===== config.mk =====
export PLATFORM = sky130hd
export DESIGN_NAME = ssc_regs
export DESIGN_NICKNAME = d
export VERILOG_FILES = /design/src/rtl/ssc_pkg.sv /design/src/rtl/ssc_regs.sv /design/src/rtl/ssc_src_pick.sv
export VERILOG_INCLUDE_DIRS = /design/src /design/src/rtl
export SDC_FILE = /design/constraint.sdc
export NUM_CORES = 1
export LEC_CHECK = 0
export ABC_CLOCK_PERIOD_IN_PS = 2300
export BUFFER_PORTS_ARGS = -buffer_cell sky130_fd_sc_hd__buf_2
export CAP_MARGIN = 20
export CORE_MARGIN = 1
export CORE_UTILIZATION = 39
export CTS_CLUSTER_DIAMETER = 150
export DETAILED_ROUTE_END_ITERATION = 8
export PLACE_DENSITY = 0.85
export SYNTH_ARGS = -nofsm -noshare
export SYNTH_HDL_FRONTEND = slang
export SYNTH_SLANG_ARGS = --single-unit

===== constraint.sdc =====
create_clock -name pclk -period 2.3 [get_ports pclk]
set_input_delay 0.46 -clock pclk [delete_from_list [all_inputs] [get_ports pclk]]
set_output_delay 0.46 -clock pclk [all_outputs]
set_load 0.02 [all_outputs]

===== src/rtl/ssc_defs.svh =====
`ifndef SSC_DEFS_SVH
`define SSC_DEFS_SVH

// register indices; the byte address is four times the index
`define SSC_IDX_SRC_SEL     8'h34
`define SSC_IDX_PLL2_PATH   8'h35
`define SSC_IDX_DIFF_IN     8'h36

// field positions
`define SSC_BIT_REVERT      0
`define SSC_BIT_RATE        2
`define SSC_BIT_SYNC_EN     3
`define SSC_BIT_PLL2_DIG    6
`define SSC_BIT_IN1_PECL    0
`define SSC_BIT_IN2_PECL    1

// reset values, before masking of unused positions
`define SSC_RST_SRC_SEL     8'h00
`define SSC_RST_PLL2_PATH   8'ha0
`define SSC_RST_DIFF_IN     8'h03

// implemented bit positions of each register
`define SSC_MASK_SRC_SEL    8'h0d
`define SSC_MASK_PLL2_PATH  8'h40
`define SSC_MASK_DIFF_IN    8'h03

// generic low-rate input setting, in kHz
`define SSC_RATE_SDH_KHZ    12'h800
`define SSC_RATE_SONET_KHZ  12'h608

// source selection
`define SSC_NUM_SRC         3
`define SSC_SRC_NONE        2'h3

`endif


===== src/rtl/ssc_pkg.sv =====
`include "ssc_defs.svh"

package ssc_pkg;

   // complete state of the register bank
   typedef struct packed
   {
      logic [7:0]  src_sel;
      logic [7:0]  pll2_path;
      logic [7:0]  diff_in;
      logic        strap_done;
      logic [1:0]  cur_src;
      logic        sync_out;
      logic [11:0] low_rate;
      logic        pready;
      logic        pslverr;
      logic [31:0] prdata;
   } ssc_state_type;

endpackage


===== src/rtl/ssc_regs.sv =====
`timescale 1ns/10ps
`include "ssc_defs.svh"

// Notes on behaviour
// - non-revertive: keep current source; change only when it fails
// - revertive: always take highest-priority valid source, reverting automatically
// - rate bit picks 2048 kHz (clear) or 1544 kHz (set); reset value from pin
// - second loop feedback: analog when bit 6 clear, digital when set
// - input 2 receiver: LVDS when bit 1 clear, PECL when set
// - sync enable clear: first loop ignores the external frame sync
module ssc_regs
   import ssc_pkg::*;
(
   input  wire logic                    pclk,
   input  wire logic                    presetn,
   input  wire logic                    psel,
   input  wire logic                    penable,
   input  wire logic                    pwrite,
   input  wire logic [9:0]              paddr,
   input  wire logic [31:0]             pwdata,
   input  wire logic [3:0]              pstrb,
   output logic      [31:0]             prdata,
   output logic                         pready,
   output logic                         pslverr,
   input  wire logic                    rate_family_strap,
   input  wire logic [`SSC_NUM_SRC-1:0] src_valid,
   input  wire logic                    ext_frame_sync,
   output logic                         input_rate_family_sel,
   output logic      [11:0]             low_rate_khz,
   output logic                         revertive_en,
   output logic      [1:0]              selected_src,
   output logic                         first_loop_sync,
   output logic                         pll2_digital_loop_sel,
   output logic                         clk_in1_level_sel,
   output logic                         clk_in2_level_sel
);

   // ***************************************************************
   // decoding
   // ***************************************************************

   // register number of a bus address, or zero when unaligned
   function automatic logic [7:0] reg_index(input logic [9:0] addr);
      logic [7:0] idx;
      idx = addr[9:2];
      if (addr[1:0] != 2'h0)
      begin
         idx = 8'h00;
      end
      return idx;
   endfunction

   // true when the address selects an implemented register
   function automatic logic is_mapped(input logic [9:0] addr);
      logic [7:0] idx;
      idx = reg_index(addr);
      return (idx == `SSC_IDX_SRC_SEL) || (idx == `SSC_IDX_PLL2_PATH) ||
             (idx == `SSC_IDX_DIFF_IN);
   endfunction

   // implemented bit positions of a register; shared by the read and
   // write paths so both agree on which positions exist
   function automatic logic [7:0] reg_mask(input logic [7:0] idx);
      logic [7:0] mask;
      case (idx)
         `SSC_IDX_SRC_SEL:   mask = `SSC_MASK_SRC_SEL;
         `SSC_IDX_PLL2_PATH: mask = `SSC_MASK_PLL2_PATH;
         `SSC_IDX_DIFF_IN:   mask = `SSC_MASK_DIFF_IN;
         default:            mask = 8'h00;
      endcase
      return mask;
   endfunction

   // ***************************************************************
   // state
   // ***************************************************************

   ssc_state_type s_q;
   ssc_state_type s_d;
   logic [1:0]    pick_src;
   logic [7:0]    rd_byte;
   logic [7:0]    wr_byte;
   logic          wr_take;

   // ***************************************************************
   // source picker
   // ***************************************************************

   // source picker fed by the registered control bits; its answer is
   // registered below, so a change of source shows one cycle later
   ssc_src_pick u_pick
   (
      .src_valid (src_valid),
      .cur_src   (s_q.cur_src),
      .revertive (s_q.src_sel[`SSC_BIT_REVERT]),
      .next_src  (pick_src)
   );

   // ***************************************************************
   // read path
   // ***************************************************************

   // read view of the addressed register; unused positions and
   // unmapped addresses read as zero
   always_comb
   begin
      case (reg_index(paddr))
         `SSC_IDX_SRC_SEL:   rd_byte = s_q.src_sel;
         `SSC_IDX_PLL2_PATH: rd_byte = s_q.pll2_path;
         `SSC_IDX_DIFF_IN:   rd_byte = s_q.diff_in;
         default:            rd_byte = 8'h00;
      endcase
      rd_byte = rd_byte & reg_mask(reg_index(paddr));
   end

   // ***************************************************************
   // next state
   // ***************************************************************

   // next state: bus answer, register writes, strap and status
   always_comb
   begin
      s_d     = s_q;
      wr_byte = pwdata[7:0] & reg_mask(reg_index(paddr));
      wr_take = psel && penable && s_q.pready && pwrite && pstrb[0] &&
                is_mapped(paddr);

      // bus answer: ready one cycle after setup, data and error with it
      // no wait states, so pready is simply the registered setup phase
      s_d.pready  = psel && !penable;
      s_d.pslverr = 1'b0;
      s_d.prdata  = 32'h0000_0000;
      if (psel && !penable)
      begin
         s_d.pslverr = !is_mapped(paddr);
         if (!pwrite)
         begin
            s_d.prdata = {24'h00_0000, rd_byte};
         end
      end

      // register writes, masked to the implemented positions
      if (wr_take)
      begin
         case (reg_index(paddr))
            `SSC_IDX_SRC_SEL:   s_d.src_sel = wr_byte & `SSC_MASK_SRC_SEL;
            `SSC_IDX_PLL2_PATH: s_d.pll2_path = wr_byte & `SSC_MASK_PLL2_PATH;
            `SSC_IDX_DIFF_IN:   s_d.diff_in = wr_byte & `SSC_MASK_DIFF_IN;
            default:            s_d.src_sel = s_q.src_sel;
         endcase
      end

      // rate family strap caught once, on the first edge after reset release
      // a bus write landing on that same edge loses bit 2 to the strap
      if (!s_q.strap_done)
      begin
         s_d.strap_done              = 1'b1;
         s_d.src_sel[`SSC_BIT_RATE]  = rate_family_strap;
      end

      // low-rate input setting follows the rate family bit
      if (s_q.src_sel[`SSC_BIT_RATE])
      begin
         s_d.low_rate = `SSC_RATE_SONET_KHZ;
      end
      else
      begin
         s_d.low_rate = `SSC_RATE_SDH_KHZ;
      end

      // reference selection under the revert mode
      s_d.cur_src  = pick_src;

      // frame sync passes to the first loop only when enabled
      s_d.sync_out = ext_frame_sync && s_q.src_sel[`SSC_BIT_SYNC_EN];
   end

   // ***************************************************************
   // state register
   // ***************************************************************

   // registers; reset loads the defaults masked to the implemented
   // positions, and the strap is taken only after release
   always_ff @(posedge pclk or negedge presetn)
   begin
      if (!presetn)
      begin
         s_q            <= '0;
         s_q.src_sel    <= `SSC_RST_SRC_SEL & `SSC_MASK_SRC_SEL;
         s_q.pll2_path  <= `SSC_RST_PLL2_PATH & `SSC_MASK_PLL2_PATH;
         s_q.diff_in    <= `SSC_RST_DIFF_IN & `SSC_MASK_DIFF_IN;
         s_q.cur_src    <= `SSC_SRC_NONE;
         s_q.low_rate   <= `SSC_RATE_SDH_KHZ;
      end
      else
      begin
         s_q <= s_d;
      end
   end

   // ***************************************************************
   // outputs
   // ***************************************************************

   // every output is a field of the state register
   // nothing combinational reaches a pin
   assign prdata                = s_q.prdata;
   assign pready                = s_q.pready;
   assign pslverr               = s_q.pslverr;
   assign input_rate_family_sel = s_q.src_sel[`SSC_BIT_RATE];
   assign low_rate_khz          = s_q.low_rate;
   assign revertive_en          = s_q.src_sel[`SSC_BIT_REVERT];
   assign selected_src          = s_q.cur_src;
   assign first_loop_sync       = s_q.sync_out;
   assign pll2_digital_loop_sel = s_q.pll2_path[`SSC_BIT_PLL2_DIG];
   assign clk_in1_level_sel     = s_q.diff_in[`SSC_BIT_IN1_PECL];
   assign clk_in2_level_sel     = s_q.diff_in[`SSC_BIT_IN2_PECL];

endmodule


===== src/rtl/ssc_src_pick.sv =====
`timescale 1ns/10ps
`include "ssc_defs.svh"

// ***************************************************************
// source picker
// ***************************************************************
module ssc_src_pick
   import ssc_pkg::*;
(
   input  wire logic [`SSC_NUM_SRC-1:0] src_valid,
   input  wire logic [1:0]              cur_src,
   input  wire logic                    revertive,
   output logic      [1:0]              next_src
);

   logic [1:0] best;
   logic       cur_ok;

   // lowest index is highest priority; scan from lowest priority up
   always_comb
   begin
      best = `SSC_SRC_NONE;
      for (int i = `SSC_NUM_SRC - 1; i >= 0; i--)
      begin
         if (src_valid[i])
         begin
            best = 2'(i);
         end
      end
      cur_ok = (cur_src != `SSC_SRC_NONE) && src_valid[cur_src];
      if (revertive)
      begin
         next_src = best;
      end
      else if (cur_ok)
      begin
         next_src = cur_src;
      end
      else
      begin
         next_src = best;
      end
   end

endmodule


; ---- Yosys cells after proc, flatten, opt, wreduce, memory -nomap -nowiden
; Cells that the tools add are included.
[classes]
n_eq_ne = 13
reduce_logical = 19
muxes = 20
n_bitwise = 2
n_lt_le_gt_ge = 1
[ops]
columns = op, n
row1 = $eq 8x6->1 const B, 9
row2 = $pmux 7 s3, 2
row3 = $mux 33, 1
row4 = $mux 8, 4
row5 = $mux 19, 1
row6 = $mux 12, 1
row7 = $mux 2, 5
row8 = $and 8x8->8, 1
row9 = $logic_and 1x1->1, 8
row10 = $reduce_and 2->1, 4
row11 = $and 7x7->7, 1
row12 = $mux 7, 1
row13 = $logic_or 1x1->1, 4
row14 = $ne 2x1->1 const B, 2
row15 = $ne 2x2->1 const B, 2
row16 = $lt 2x3->1 const B, 1
row17 = $mux 1, 3
row18 = $mux 3, 1
row19 = $bmux 1 s2, 1
row20 = $logic_not 1->1, 2
row21 = $reduce_bool 2->1, 1
[word_totals]
wordCells = 66
register_bits = 56
out_inout_bits = 54

; ---- Logic depth before layout (Yosys ltp)
[depth]
ltp_word = 11
mapped_depth = 4
depth_no_buf = 4

; ---- Cells and area by module
; Synthesis repeated with hierarchy kept, for this count alone.
[hier_totals]
hier_cells = 109
area_unflattened_um2 = 1166.1
[by_module_without_submodules]
columns = module, area_per_inst_um2, n_inst, cells_per_inst
row1 = ssc_regs, 1119.8, 1, 101
row2 = ssc_src_pick, 46.3, 1, 8

; ---- Least setup slack after synthesis
; OpenSTA, ideal clock, no wires.
[synth_path]
kind = input to register
from = in paddr[8]
to = reg s_q (netlist bit pll2_digital_loop_sel)
t_arrival_ps = 1685
setup_slack_ps = 490
setup_time_ps = 125
required_ps = 2175
path_buffers = 0
path_stages = 4
cell_sequence = or4_4 -> nor4b_4 -> nand2_2 -> mux2_4
[synth_via]
elab_chain_cells = 6
word_cells_on_any_way = 12
[synth_rtl]
columns = element, line_no
row1 = "start, declared", ssc_regs.sv:19  ; input wire logic [9:0] paddr,
row2 = $mux 8 *, ssc_regs.sv:46  ; if (addr[1:0] != 2'h0)
row3 = $eq 8x6->1, ssc_regs.sv:65  ; case (idx)
row4 = $logic_or 1x1->1 (2 in series), ssc_regs.sv:57  ; return (idx == `SSC_IDX_SRC_SEL) || (idx == `SSC_IDX_PLL2_PATH) ||
row5 = $logic_and 1x1->1, ssc_regs.sv:125  ; wr_take = psel && penable && s_q.pready && pwrite && pstrb[0] &&
row6 = $reduce_and 2->1 (no line), -
row7 = "end, declared", ssc_regs.sv:78  ; ssc_state_type s_q;
; Mark *: on every way between the ends. The rest lies on a longest branch, timed or not. The select of a mux whose other input is x is not followed.
; A chain may end at the register's enable or synchronous reset.

; ---- Final worst setup path
; Same ends and word-level chain as after synthesis.

==> key figures <==
Finish
  – Fin nets: 200
  – Fin util: 43.7%
  – Synthesis-to-layout area growth: 5.89%
  – Share of cells above drive strength 1: 42.7%
  – ANT cells: 0
  – Post-route cell area: 0.00121 mm²

Hold path
  – Worst min path class: input port to async pin

Synth
  – Synth area leaders: dfrtp_1 (31%), buf_4 (30%), dfstp_2 (11%)
  – Syn Inst Count: 107
  – Synth top area share: 30.5%
  – Mapped Area: 0.00115 mm²
  – Post-Syn Area per Cell: 10.7 µm²
  – Sequential area share after synthesis: 42.0%
  – YS warnings: 0
  – Synth Register Bits: 19
  – Top cell type by total area after synthesis: dfrtp_1
  – Yosys cell types: 28

Power
  – Power per cell area: 531 mW/mm²
  – Maximum vdd drop: 0.289 mV
  – Pwr Total: 0.646 mW
  – LEAKAGE: 0.700 nW

STA
  – Sum of negative setup slack: 0 ns
  – Max-slew violations: 0
  – Crit share post-route: 72.9%
  – Final hold violation count: 0
  – Period minus WS final: 1.68 ns
  – Fmax achieved: 597 MHz
  – Clock Skew: 0.00567 ns
  – RSZ-0062 raised after global routing: no
  – Finish-stage setup viols: 0

Place
  – DPL Wire Length: 1410 µm
  – IO Port Bufs: 44
  – RD Place Congestion: 0.794
  – Placed instance area: 0.00119 mm²

Worst setup path
  – Crit path DAT: 1.85 ns
  – Req. time, crit path: 2.48 ns
  – CP Capture Type: flop
  – Crit-path cells: buf_2 -> or4_4 -> nor4b_4 -> nand2_2 -> mux2_4
  – Crit path max fanout: 4
  – Slowest-stage cell, CP: or4_4
  – CP startpoint kind: input port
  – Crit path kind: input port to flop
  – Slowest cell delay on critical path: 0.57 ns

Job
  – Maxcap violations: 0

Floorplan
  – Initial Utilization: 41.3%
  – Die Footprint: 0.00316 mm²
  – DIE HEIGHT: 56.2 µm
  – # rows: 19
  – IO Pins: 110
  – CORE AREA: 0.00278 mm²
  – Die Wd: 56.2 µm

CTS
  – Clock sinks: 19
  – Setup Buffers After CTS: 0
  – Post-cts resize count: 0
  – # hold bufs at CTS: 0
  – CTS buffer count: 3
  – Root Driver: clkbuf_4
  – H-tree level count: 1
  – TritonCTS clock tree: built
  – Clk_lat worst skew: 0.28 ns
  – Max Root-Sink Buffers: 2
  – Clock transition at path regs: 0.10 ns

Detailed routing
  – Drt initial violations: 4
  – Antenna viol nets, final: 0
  – Pre-antenna DRT Iters: 2
  – Routed via count: 734
  – Routed WL per cell: 9.29 µm
  – # DRC: 0
  – Routed wire length: 1620 µm
  – Vias/cell: 4.22

GRT
  – GRT Util Overall: 10.8%
  – Grt total ovfl: 0
  – Global-route wire length before repair: 2680 µm
  – Initial antenna violation count: 0
  – Largest net degree at the start of global routing: 20
  – Vias in the first global route: 652

Run status
  – Status: completed
## where the power goes
| group | leakage [nW] | total [mW] | switching, mW | internal, mW |
|---|---|---|---|---|
| Clock | 0.0150 | 0.161 | 0.0937 | 0.0672 |
| Sequential | 0.238 | 0.355 | 0.00686 | 0.348 |
| Combinational | 0.448 | 0.129 | 0.0966 | 0.0328 |
| Total | 0.700 | 0.646 | 0.197 | 0.448 |
## per-stage QoR
step / instances / worst slack, ns / hold WS (ns)
4_1_cts: 174 / 0.642 / 0.0857
6_report: 174 / 0.624 / 0.0752
3_3_place_gp: 170 / 0.346 / 0.410
2_1_floorplan: 141 / 0.490 / 0.164
3_5_place_dp: 170 / 0.334 / 0.409
5_1_grt: 174 / 0.563 / 0.0855
## metal layers
layer / share of wire, % / track usage [%]
met1: 40 / 12.4
met4: 0 / 3.14
met2: 53 / 19.4
met3: 6.9 / 3.26
met5: 0 / 0
## final timing paths
check,startpoint,to,slack (ns),depth (start not counted)
min,presetn,prdata[2],0.08,1
min reg2reg,s_q[49],input_rate_family_sel,0.45,1
max reg2reg,pready,revertive_en,0.97,3
max,paddr[8],pll2_digital_loop_sel,0.62,5
min in group pclk,src_valid[1],selected_src[1],0.33,2
max in group asynchronous,presetn,clk_in2_level_sel,1.90,1
## worst max-delay path, delay by kind of cell
| family | cells | cell delay, ns |
|---|---|---|
| and+or+nand+nor | 3 | 0.99 |
| buffers and inverters | 1 | 0.09 |
| muxes | 1 | 0.30 |
## sequential cells by signal, indices dropped and copies added, names as in the netlist
signal / count
first_loop_sync: 1
pready: 1
clk_in1_level_sel: 1
pll2_digital_loop_sel: 1
s_q: 2
prdata: 5
input_rate_family_sel: 1
selected_src: 2
revertive_en: 1
low_rate_khz: 2
pslverr: 1
clk_in2_level_sel: 1
## cell type report
class | count | area (µm²)
Sequential cell | 19 | 482
Tap cell | 31 | 38.8
Inverter | 2 | 7.51
Fill cell | 285 | 1570
Clock buffer | 4 | 26.3
Timing Repair Buffer | 44 | 220
Multi-Input combinational cell | 74 | 440
## cells in the final DEF, fill, tap and decap left out, types with 3 or more instances in the layout
| master | Yosys | layout |
|---|---|---|
| and2_1 | 3 | 3 |
| and3_1 | 3 | 3 |
| buf_2 | 0 | 44 |
| clkbuf_4 | 0 | 3 |
| conb_1 | 2 | 36 |
| dfrtp_1 | 14 | 14 |
| dfstp_2 | 5 | 5 |
| nor2_1 | 4 | 4 |
| o21ai_0 | 3 | 3 |
## cells in the mapped netlist (all sizes together)
master / count
buf: 46
dfrtp: 14
dfstp: 5
mux2: 5
nor2: 4
and2: 3
and3: 3
o21ai: 3
a21oi: 2
conb: 2
inv: 2
mux2i: 2
nand2b: 2
nand3: 2
nor3: 2
nor4: 2
and4: 1
nand2: 1
nand4b: 1
nand4bb: 1
nor4b: 1
nor4bb: 1
or3: 1
or4: 1
## kinds of logic (layout without fill, tap and decap cells)
logic type             Yosys count  in the layout  share of synthesized area [%]
buffers and inverters           48             50                           30.8
DFF                             19             19                           42.0
and+or+nand+nor                 26             26                           17.4
other                            2             36                          0.655
muxes                            7              7                           6.98
AOI/OAI and AO/OA                5              5                           2.18
No activity file was read; power rests on OpenSTA's default activity.
